--- src/core/csu_pkg.sv ---
// package of constants and types for the compare, shift and subtract unit
`default_nettype none
package csu_pkg;
  // ---------------------------------------------------------------------------
  // instruction field positions
  // ---------------------------------------------------------------------------
  localparam int OPC_MSB = 31;
  localparam int OPC_LSB = 26;
  localparam int FSRC_MSB = 25;
  localparam int FSRC_LSB = 21;
  localparam int SSRC_MSB = 20;
  localparam int SSRC_LSB = 16;
  localparam int DST_MSB = 15;
  localparam int DST_LSB = 11;
  localparam int SHAMT_MSB = 10;
  localparam int SHAMT_LSB = 6;
  localparam int FUNC_MSB = 5;
  localparam int FUNC_LSB = 0;
  localparam int IMM_MSB = 15;

  // ---------------------------------------------------------------------------
  // encodings
  // ---------------------------------------------------------------------------
  localparam logic [5:0] OPC_REGFMT = 6'h00;
  localparam logic [5:0] OPC_LESS_SIMM = 6'h0a;
  localparam logic [5:0] OPC_LESS_UIMM = 6'h0b;
  localparam logic [5:0] FN_SHR_LOGIC_FIX = 6'h02;
  localparam logic [5:0] FN_SHR_ARITH_FIX = 6'h03;
  localparam logic [5:0] FN_SHR_LOGIC_VAR = 6'h06;
  localparam logic [5:0] FN_SHR_ARITH_VAR = 6'h07;
  localparam logic [5:0] FN_SUB = 6'h22;
  localparam logic [5:0] FN_SUBNT = 6'h23;
  localparam logic [5:0] FN_LESS_SREG = 6'h2a;
  localparam logic [5:0] FN_LESS_UREG = 6'h2b;
  localparam logic [4:0] SHAMT_ZERO = 5'h00;

  // ---------------------------------------------------------------------------
  // reset values
  // ---------------------------------------------------------------------------
  localparam logic [63:0] RESULT_RST = 64'h0;
  localparam logic [4:0] DEST_RST = 5'h00;

  // operation selected by the decoder
  typedef enum logic [8:0] {
    CSU_OP_NONE = 9'h001,
    CSU_OP_LESS_SREG = 9'h002,
    CSU_OP_LESS_UREG = 9'h004,
    CSU_OP_LESS_SIMM = 9'h008,
    CSU_OP_LESS_UIMM = 9'h010,
    CSU_OP_SHR = 9'h020,
    CSU_OP_SUB = 9'h040,
    CSU_OP_SUBNT = 9'h080,
    CSU_OP_ILL = 9'h100
  } csu_op_t;

  // request from the decoder: instruction word and register operands
  typedef struct packed {
    logic valid;
    logic [31:0] instr;
    logic [63:0] srcA;
    logic [63:0] srcB;
  } csu_req_t;

  // answer to the register file
  typedef struct packed {
    logic wrEn;
    logic [4:0] wrAddr;
    logic [63:0] wrData;
    logic ovfTrap;
    logic done;
  } csu_rsp_t;
endpackage : csu_pkg
`default_nettype wire

--- src/core/csu_shifter.sv ---
// right shifter for the low word with sign extension of the 32-bit result
`default_nettype none
module csu_shifter (
  input wire logic [63:0] operand, // source register value
  input wire logic [4:0] amount, // shift distance
  input wire logic arith, // 1: fill with bit 31, 0: fill with zeros
  output logic [63:0] result // sign-extended 32-bit result
);
  logic [31:0] word;
  // --------------------------------------------------------------------------
  // shift datapath
  // --------------------------------------------------------------------------
  // only the low word takes part; upper half of the operand is ignored
  always_comb begin
    word = arith ? 32'($signed(operand[31:0]) >>> amount) : (operand[31:0] >> amount);
    result = {{32{word[31]}}, word};
  end
endmodule : csu_shifter
`default_nettype wire

--- src/core/csu_unit.sv ---
// compare, shift and subtract execution slice of a 64-bit integer core
//
// Summary of operation
// - signed register compare writes 1 if first < second, else 0, zero-extended.
// - immediate compares sign-extend the 16-bit immediate and never trap.
// - unsigned register compare writes 1 if first < second unsigned; no trap.
// - unsigned register compare decodes as opcode 0, shift 0, function 101011.
// - fixed arithmetic right shift, function 000011, fills with bit 31.
// - fixed logical right shift, function 000010, fills with zeros.
// - variable right shifts use only the low five bits of first source.
// - right shifts use the low word and sign-extend the result from bit 31.
// - trapping subtract, function 100010, writes first minus second.
// - overflow trap exactly when carries out of bits 30 and 31 differ.
// - on overflow trap the destination write is suppressed.
// - non-trapping subtract gives the same result but never traps.
`default_nettype none
module csu_unit #(
  parameter int XLEN = 64, // register width
  parameter int WORD_BITS = 32 // low word used by shifts and subtracts
) (
  input wire logic core_clk, // core clock
  input wire logic sys_rst, // synchronous reset, active high
  input wire csu_pkg::csu_req_t req, // instruction and operands, one cycle
  output csu_pkg::csu_rsp_t rsp // registered answer, one cycle later
);
  // ---------------------------------------------------------------------------
  // parameter check
  // ---------------------------------------------------------------------------
  // the datapath is built for 64-bit registers holding 32-bit words only
  if (XLEN != 64 || WORD_BITS != 32) begin : g_width_check
    $error("unsupported register or word width");
  end

  // ---------------------------------------------------------------------------
  // field extraction
  // ---------------------------------------------------------------------------
  logic [5:0] opcode;
  logic [4:0] fsrcIdx;
  logic [4:0] ssrcIdx;
  logic [4:0] dstIdx;
  logic [4:0] shamt;
  logic [5:0] func;
  logic [63:0] immExt;
  // fixed bit positions of the register format
  assign opcode = req.instr[csu_pkg::OPC_MSB:csu_pkg::OPC_LSB];
  assign fsrcIdx = req.instr[csu_pkg::FSRC_MSB:csu_pkg::FSRC_LSB];
  assign ssrcIdx = req.instr[csu_pkg::SSRC_MSB:csu_pkg::SSRC_LSB];
  assign dstIdx = req.instr[csu_pkg::DST_MSB:csu_pkg::DST_LSB];
  assign shamt = req.instr[csu_pkg::SHAMT_MSB:csu_pkg::SHAMT_LSB];
  assign func = req.instr[csu_pkg::FUNC_MSB:csu_pkg::FUNC_LSB];
  // immediate widened by copying bit 15
  assign immExt = {{48{req.instr[csu_pkg::IMM_MSB]}}, req.instr[15:0]};

  // ---------------------------------------------------------------------------
  // decoder
  // ---------------------------------------------------------------------------
  csu_pkg::csu_op_t op;
  logic shArith;
  logic shVar;
  // unknown encodings become CSU_OP_ILL and write nothing
  always_comb begin
    op = csu_pkg::CSU_OP_NONE;
    shArith = 1'b0;
    shVar = 1'b0;
    if (!req.valid) begin
      op = csu_pkg::CSU_OP_NONE;
    end else if (opcode == csu_pkg::OPC_LESS_SIMM) begin
      op = csu_pkg::CSU_OP_LESS_SIMM;
    end else if (opcode == csu_pkg::OPC_LESS_UIMM) begin
      op = csu_pkg::CSU_OP_LESS_UIMM;
    end else if (opcode != csu_pkg::OPC_REGFMT) begin
      op = csu_pkg::CSU_OP_ILL;
    end else if (func == csu_pkg::FN_LESS_UREG && shamt == csu_pkg::SHAMT_ZERO) begin
      op = csu_pkg::CSU_OP_LESS_UREG;
    end else if (func == csu_pkg::FN_LESS_SREG) begin
      op = csu_pkg::CSU_OP_LESS_SREG;
    end else if (func == csu_pkg::FN_SHR_ARITH_FIX || func == csu_pkg::FN_SHR_LOGIC_FIX) begin
      op = csu_pkg::CSU_OP_SHR;
      shArith = (func == csu_pkg::FN_SHR_ARITH_FIX);
    end else if (func == csu_pkg::FN_SHR_ARITH_VAR || func == csu_pkg::FN_SHR_LOGIC_VAR) begin
      op = csu_pkg::CSU_OP_SHR;
      shArith = (func == csu_pkg::FN_SHR_ARITH_VAR);
      shVar = 1'b1;
    end else if (func == csu_pkg::FN_SUB) begin
      op = csu_pkg::CSU_OP_SUB;
    end else if (func == csu_pkg::FN_SUBNT) begin
      op = csu_pkg::CSU_OP_SUBNT;
    end else begin
      op = csu_pkg::CSU_OP_ILL;
    end
  end

  // ---------------------------------------------------------------------------
  // datapath
  // ---------------------------------------------------------------------------
  logic [4:0] shDist;
  logic [63:0] shResult;
  // variable shifts look only at five low bits of the first source
  assign shDist = shVar ? req.srcA[4:0] : shamt;

  csu_shifter u_shifter (
    .operand(req.srcB),
    .amount(shDist),
    .arith(shArith),
    .result(shResult)
  );

  logic [31:0] diffWord;
  logic carry30;
  logic carry31;
  logic subOvf;
  logic signedLess;
  logic unsignedLess;
  logic [63:0] cmpRhs;
  // carries taken from a 31-bit and a 32-bit add of a + ~b + 1
  always_comb begin
    logic [31:0] low31;
    logic [32:0] full32;
    low31 = {1'b0, req.srcA[30:0]} + {1'b0, ~req.srcB[30:0]} + 32'h1;
    full32 = {1'b0, req.srcA[31:0]} + {1'b0, ~req.srcB[31:0]} + 33'h1;
    carry30 = low31[31];
    carry31 = full32[32];
    diffWord = full32[31:0];
    subOvf = carry30 ^ carry31;
  end
  // compares use full 64-bit magnitude; no overflow path is involved
  always_comb begin
    cmpRhs = (op == csu_pkg::CSU_OP_LESS_SIMM || op == csu_pkg::CSU_OP_LESS_UIMM) ? immExt :
      req.srcB;
    signedLess = $signed(req.srcA) < $signed(cmpRhs);
    unsignedLess = req.srcA < cmpRhs;
  end

  // ---------------------------------------------------------------------------
  // result register
  // ---------------------------------------------------------------------------
  csu_pkg::csu_rsp_t rsp_reg;
  csu_pkg::csu_rsp_t rsp_next;
  // only a trapping subtract may raise the overflow flag
  always_comb begin
    rsp_next = '0;
    rsp_next.wrAddr = dstIdx;
    rsp_next.done = req.valid;
    case (op)
      csu_pkg::CSU_OP_LESS_SREG: begin
        rsp_next.wrEn = 1'b1;
        rsp_next.wrData = {63'h0, signedLess};
      end
      csu_pkg::CSU_OP_LESS_UREG: begin
        rsp_next.wrEn = 1'b1;
        rsp_next.wrData = {63'h0, unsignedLess};
      end
      csu_pkg::CSU_OP_LESS_SIMM: begin
        rsp_next.wrEn = 1'b1;
        rsp_next.wrAddr = ssrcIdx; // immediate form targets second field
        rsp_next.wrData = {63'h0, signedLess};
      end
      csu_pkg::CSU_OP_LESS_UIMM: begin
        rsp_next.wrEn = 1'b1;
        rsp_next.wrAddr = ssrcIdx;
        rsp_next.wrData = {63'h0, unsignedLess};
      end
      csu_pkg::CSU_OP_SHR: begin
        rsp_next.wrEn = 1'b1;
        rsp_next.wrData = shResult;
      end
      csu_pkg::CSU_OP_SUB: begin
        rsp_next.wrEn = !subOvf;
        rsp_next.ovfTrap = subOvf;
        rsp_next.wrData = {{32{diffWord[31]}}, diffWord};
      end
      csu_pkg::CSU_OP_SUBNT: begin
        rsp_next.wrEn = 1'b1;
        rsp_next.wrData = {{32{diffWord[31]}}, diffWord};
      end
      default: begin
        rsp_next.wrEn = 1'b0;
      end
    endcase
  end

  // registered so every output comes from a flip-flop
  always_ff @(posedge core_clk) begin
    if (sys_rst) begin
      rsp_reg <= '0;
    end else begin
      rsp_reg <= rsp_next;
    end
  end
  assign rsp = rsp_reg;
endmodule : csu_unit
`default_nettype wire

--- config.mk ---
export PLATFORM = sky130hd
export DESIGN_NAME = csu_unit
export DESIGN_NICKNAME = d
export VERILOG_FILES = /design/src/core/csu_pkg.sv /design/src/core/csu_shifter.sv /design/src/core/csu_unit.sv
export SDC_FILE = /design/constraint.sdc
export NUM_CORES = 1
export LEC_CHECK = 0
export ABC_AREA = 1
export BUFFER_PORTS_ARGS = -buffer_cell sky130_fd_sc_hd__clkbuf_2
export CORE_UTILIZATION = 50
export CTS_BUF_LIST = sky130_fd_sc_hd__clkbuf_8 sky130_fd_sc_hd__clkbuf_16
export CTS_CLUSTER_SIZE = 8
export DETAILED_ROUTE_END_ITERATION = 10
export PLACE_DENSITY = 0.78
export SLEW_MARGIN = 20
export SYNTH_ARGS = -nofsm -noshare
export SYNTH_HDL_FRONTEND = slang
export SYNTH_SLANG_ARGS = --single-unit
--- constraint.sdc ---
create_clock -name core_clk -period 3.9 [get_ports core_clk]
set_input_delay 0.39 -clock core_clk [delete_from_list [all_inputs] [get_ports core_clk]]
set_output_delay 0.39 -clock core_clk [all_outputs]
set_load 0.02 [all_outputs]
==> impl_metrics.yaml, run 1 <==
timing:
  fmax_mhz: 295
  finalSetupViolCount: 0
  tightestPinTransition_ps: 791
  finalCritPeriodShare: 0.868
  hold-worst-slack_ps: 305
  timing.final.ws_setup_ps: 515
  maxSlewViolCount: 0
  tns_ps: 0
  hold_viol: 0
  slew_headroom: 0.472
  period_needed_ps: 3390
  grt_setup_unrepaired: "false"
routing:
  wl_met2_mm: 12.4
  viasPerCell: 5.81
  vias: 9457
  highest_layer: "met4"
  final_antenna_net_count: 0
  routed_wirelength_mm: 27.0
  dr_wl_met3_mm: 2.47
  drt_pass1_iterations: 6
  drc: 0
  wl_met1_mm: 11.5
  routedWlPerCell_um: 16.6
  drt_iter0_drc: 928
placed_design:
  numPortBuffers: 229
  dpl.hpwl_mm: 22.4
  routabilityCongestion: 0.952
  preCtsSetupSlack_ps: 368
  dp.cells: 1621
worst_setup_path:
  cp_data_arrival_time_ps: 3550
  cp_common_cell: "inv_1"
  required_ps: 4060
  path_cells: "clkbuf_2 > inv_1 > ha_1 > inv_1 > fa_1 > nand3_1 > nand2_1 > a21boi_0 > o21ai_0 > a21oi_1 > o21ai_0 > a21boi_0 > inv_1 > or2_2 > nand3_1 > a21oi_1"
  slowest_delay_ps: 410
  worstSetupStartpointType: "primary input"
  critPathKind: "in -> reg"
  worstSetupEndpointType: "flop"
  cp_max_fo: 4
  slowest_stage: "fa_1"
cells_and_area:
  num_antenna_cells: 0
  seqCellArea_um2: 801
  fillers: 1543
  syn2layout_area_growth_pct: 15.0
  final_nets: 1703
  largest_register_ffs: 40
  multi_input_comb_area_um2: 5880
  stdcell_count: 1629
  final_util: 0.597
  drive_gt1_frac: 0.231
grt:
  antenna_found_initial: 0
  grt_pass1_vias: 8451
  grt_max_degree: 75
  grt_first_pass_wirelength_mm: 42.6
  grtUsageTotal: 0.339
  overflow: 0
cts:
  cts_tree: "built"
  hold_buffers: 0
  cts_sinks: 40
  clkTransAtPathRegs_ps: 80
  htreeDepth: 2
  root_buffer: "clkbuf_16"
  cts_buffers: 5
  ctsResizeCount: 0
  post_cts_buffers: 0
  cts_max_path_buffers: 2
pwr:
  ir_worst_vdd_uv: 158
  powerDensity_nw_per_um2: 202
  internal_power_mw: 1.04
  p_clk_frac: 0.281
  switchingPower_mw: 0.746
  netSwitchingFraction: 0.419
  p_seq_frac: 0.232
  combPwrFrac: 0.487
  power_leakage_nw: 4.59
outcome:
  outcome: "finished clean"
yosys:
  synthArstFlopShare: 0
  synth_area_leaders: "nand2_1 (17%), ha_1 (16%), dfxtp_1 (10%)"
  syn-num-nets: 1535
  synth-edff-count: 0
  synthCells: 1276
  yosys_warnings: 0
  post-synth-top-area-cell: "nand2_1"
  synth_top_area_frac: 0.168
  yosys_most_used_dff: "dfxtp_1"
  synth.avg_cell_area_um2: 6.00
  synth_area_um2: 7660
  ys_top_cells_by_count: "nand2_1 (342), a21oi_1 (120), o21ai_0 (112), inv_1 (108), nand3_1 (97)"
  synth-seq-cells: 40
  post-synth-top-count-cell: "nand2_1"
  synth-seq-area-share: 0.105
  synth_cell_types: 58
die:
  ios: 235
  die_w_um: 126
  fp.coreArea_um2: 14800
  initial_core_util: 0.519
  die_h_um: 126
  die_area_um2: 15800
  rows: 44
run:
  cap_violations: 0
hold_path:
  min_path_type: "in -> reg"
  hold_depth: 3
  hold_path.startpoint: "req[148]"
  min_to: "rsp[70]$_SDFF_PP0_"
logic make-up (layout without fill, tap and decap cells):
logic type / count (synthesis) / after routing / synth area share
adders and majority gates: 96 / 96 / 0.158
DFF: 40 / 40 / 0.105
and+or+nand+nor: 582 / 582 / 0.336
buffers and inverters: 205 / 374 / 0.129
muxes: 2 / 2 / 0.00261
xor gates and xnor gates: 5 / 5 / 0.00572
AOI/OAI and AO/OA: 346 / 346 / 0.264
per-layer routing:
layer | GRT usage | vias to the layer above
met5 | 0 | -
met4 | 0.0943 | 0
met3 | 0.0552 | 50
met2 | 0.568 | 470
met1 | 0.448 | 4259
li1 | - | 4678
how the worst max path moves through the flow:
| stage | startpoint | end | slack [ps] | cells after the start |
|---|---|---|---|---|
| floorplan | req[160] | rsp[2]$_SDFF_PP0_ | 870 | 20 |
| global placement | req[154] | rsp[2]$_SDFF_PP0_ | 460 | 19 |
| detailed placement | req[64] | rsp[20]$_SDFF_PP0_ | 370 | 17 |
| CTS | req[64] | rsp[20]$_SDFF_PP0_ | 670 | 17 |
| global route | req[64] | rsp[20]$_SDFF_PP0_ | 270 | 17 |
| finish | req[64] | rsp[18]$_SDFF_PP0_ | 510 | 16 |
layout by cell type, fill, tap and decap left out, drive strengths merged, types with 20 or more instances in the layout:
cell type,instances
nand2,354
clkbuf,234
o21ai,159
a21oi,124
inv,118
nand3,103
ha,95
nor2,69
dfxtp,40
nand4,20
through the flow:
stage               area, um2  power [mW]
detailed placement       8640        1.27
CTS                      8810        1.77
floorplan                7660        1.00
finish                   8810        1.78
global route             8810        1.90
global placement         8640        1.26
power groups by stage:
| stage | Sequential, mW | Clock, mW | Combinational, mW |
|---|---|---|---|
| global route | 0.413 | 0.521 | 0.967 |
| floorplan | 0.427 | 0 | 0.577 |
| detailed placement | 0.422 | 0 | 0.846 |
| global placement | 0.422 | 0 | 0.839 |
| finish | 0.413 | 0.501 | 0.868 |
| CTS | 0.413 | 0.509 | 0.852 |
worst max-delay path, delay by kind of cell:
kind	cells	cell delay, ps
simple gates	4	620
compound gates	6	1520
buf+inv	4	360
fa+ha+maj	2	640
cell type report:
| class | count | area share |
|---|---|---|
| multi-input combinational | 1031 | 0.667 |
| timing repair buffer | 247 | 0.145 |
| sequential | 40 | 0.0909 |
| inverter | 119 | 0.0511 |
| tap | 184 | 0.0261 |
| clock buffer | 5 | 0.0142 |
| clock inverter | 3 | 0.00525 |
Power figures use the tool's default switching activity.
==> run 2: changes to the inputs <==
Settings changed: ABC_AREA 1 to unset, PLACE_DENSITY 0.78 to 0.79.
==> run 2 against run 1 <==
Fmax decreased by 6.2%. Sequential power about the same. Count of clock-buffer cells in the layout unchanged. Critical endpoint is now rsp[2]$_SDFF_PP0_. Critical path depth grew 1. Cell count shrank 14%. Critical path type unchanged. Highest routed layer unchanged. Core utilization up 1.4 points. Setup slack lost 230 ps. Worst hold slack lost 8.8 ps.
==> impl_metrics.yaml, run 2 <==
cts:
  clkTransAtPathRegs_ps: 80
  htreeDepth: 2
  post_cts_buffers: 0
  cts_tree: "built"
  ctsResizeCount: 0
  root_buffer: "clkbuf_16"
  cts_max_path_buffers: 2
  cts_sinks: 40
  hold_buffers: 0
  cts_buffers: 5
timing:
  tns_ps: 0
  hold_viol: 0
  period_needed_ps: 3610
  finalCritPeriodShare: 0.926
  fmax_mhz: 277
  finalSetupViolCount: 0
  grt_setup_unrepaired: "false"
  tightestPinTransition_ps: 797
  maxSlewViolCount: 0
  slew_headroom: 0.457
routing:
  routedWlPerCell_um: 19.3
  drt_pass1_iterations: 5
  viasPerCell: 6.28
  drc: 0
  final_antenna_net_count: 0
  drt_iter0_drc: 895
  routed_wirelength_mm: 27.1
  vias: 8782
cells_and_area:
  syn2layout_area_growth_pct: 19.8
  final_nets: 1473
  final_cell_mix: "clkbuf_2 (229), a21oi_1 (149), nand2_1 (95), ha_1 (95), nor2_1 (68)"
  final_common_cell: "clkbuf_2"
  final_area_um2: 8860
  drive_gt1_frac: 0.267
  largest_register_ffs: 40
  num_antenna_cells: 0
yosys:
  yosys_warnings: 0
  synth_top_family_by_area: "compound AO/OA/AOI/OAI gates"
  syn-num-nets: 1271
  synthArstFlopShare: 0
  synth-seq-area-share: 0.108
  ys_top_cells_by_count: "a21oi_1 (149), nand2_1 (96), ha_1 (95), nor2_1 (69), mux2i_1 (55)"
  synth_top_area_frac: 0.161
  synth_cell_types: 86
  post-synth-top-area-cell: "ha_1"
  synth-edff-count: 0
  yosys_most_used_dff: "dfxtp_1"
  synthAdderAreaFrac: 0.163
  synth_area_leaders: "ha_1 (16%), dfxtp_1 (11%), a21oi_1 (10%)"
  synthCells: 1012
  yosys-mux-area-fraction: 0.0993
  synth_area_um2: 7390
  synth_xor_area_frac: 0.0355
  synth.avg_cell_area_um2: 7.31
  yosys.area_share.simple: 0.188
  synth_compound_area_frac: 0.313
  post-synth-top-count-cell: "a21oi_1"
  synth-seq-cells: 40
worst_setup_path:
  path_cells: "clkbuf_2 > buf_4 > nor4b_4 > and3_1 > buf_12 > buf_4 > buf_4 > a21oi_1 > ha_1 > a211oi_1 > o21ai_0 > o2111ai_1 > a21oi_1 > a2111oi_0 > o21ai_0 > nand4b_1 > a41oi_1"
  slowest_stage: "a2111oi_0"
  cp_data_arrival_time_ps: 3780
  slowest_delay_ps: 490
  worstSetupStartpointType: "primary input"
  critPathKind: "in -> reg"
  cp_max_fo: 19
  worstSetupEndpointType: "flop"
  required_ps: 4070
  cp_common_cell: "buf_4"
placed_design:
  routabilityCongestion: 1.04
  dpl.hpwl_mm: 22.3
  numPortBuffers: 229
  placed_area_um2: 8680
die:
  die_h_um: 124
  initial_core_util: 0.511
  die_w_um: 124
  ios: 235
  die_area_um2: 15300
  fp.coreArea_um2: 14500
  rows: 44
pwr:
  combPwrFrac: 0.511
  switchingPower_mw: 0.785
  netSwitchingFraction: 0.415
  ir_worst_vdd_uv: 162
  totalPowerFinal_mw: 1.89
  powerDensity_nw_per_um2: 214
  power_leakage_nw: 4.31
  internal_power_mw: 1.11
  p_clk_frac: 0.270
  p_seq_frac: 0.218
grt:
  grt_pass1_vias: 7943
  overflow: 0
  antenna_found_initial: 0
  grtUsageTotal: 0.353
  grt_max_degree: 44
  grt_first_pass_wirelength_mm: 41.4
hold_path:
  min_path_type: "in -> reg"
  hold_depth: 3
run:
  cap_violations: 0
outcome:
  outcome: "finished clean"
[run 2: cell count changes after synthesis, sizes merged, moves of 26 or more]
cell	delta
mux2i	+58
o21ai	-106
nand2	-257
nand3	-76
inv	-74
a21oi	+26
[run 2: worst paths after layout]
path | from | endpoint | slack (ps)
max | req[156] | rsp[2]$_SDFF_PP0_ | 290
min | req[144] | rsp[66]$_SDFF_PP0_ | 300
[run 2: worst max-delay path: cells and delay by family]
family / cells / cell delay [ps]
buffers and inverters: 5 / 840
adder cells (fa/ha/maj): 1 / 290
AND/OR/NAND/NOR: 3 / 680
AO/OA/AOI/OAI: 8 / 1550
[run 2: area by class of cell]
cell class | instances | area (um2)
clock inverters | 3 | 47.5
inverters | 43 | 161
multi-input cells | 844 | 5930
clock buffers | 5 | 125
flip-flops and latches | 40 | 801
repair buffers | 280 | 1570
well taps | 184 | 230
fillers | 1389 | 5620
[run 2: per-stage QoR]
stage               utilization  cells  hold slack [ps]  setup slack [ps]
floorplan                     -   1012              518               338
global placement          0.600   1391              617             -68.7
detailed placement        0.600   1391              622              -123
CTS                       0.612   1399              298               193
global route              0.612   1399              317              1.53
finish                    0.612   1399              296               290
[run 2: layer usage]
layer  global-route usage  share of wire  up-vias
li1                     -              -     4171
met1                0.472           0.43     4075
met2                0.554           0.44      482
met3               0.0783           0.10       54
met4                0.128          0.030        0
met5                    0              0        -
[run 2: power by group through the flow]
| stage | clock [mW] | sequential (mW) | combinational, mW |
|---|---|---|---|
| after global placement | 0 | 0.422 | 0.930 |
| after floorplan | 0 | 0.427 | 0.591 |
| after global routing | 0.532 | 0.413 | 1.05 |
| after detailed placement | 0 | 0.422 | 0.936 |
| final | 0.512 | 0.413 | 0.968 |
| after CTS | 0.511 | 0.413 | 0.941 |
[run 2: cells by family (layout without fill, tap and decap cells)]
kind of cell | Yosys count | after routing
flip-flops | 40 | 40
AO/OA/AOI/OAI | 367 | 367
AND/OR/NAND/NOR | 283 | 283
buffers and inverters | 128 | 331
adder cells (fa/ha/maj) | 96 | 96
multiplexers | 68 | 68
XOR/XNOR | 30 | 30
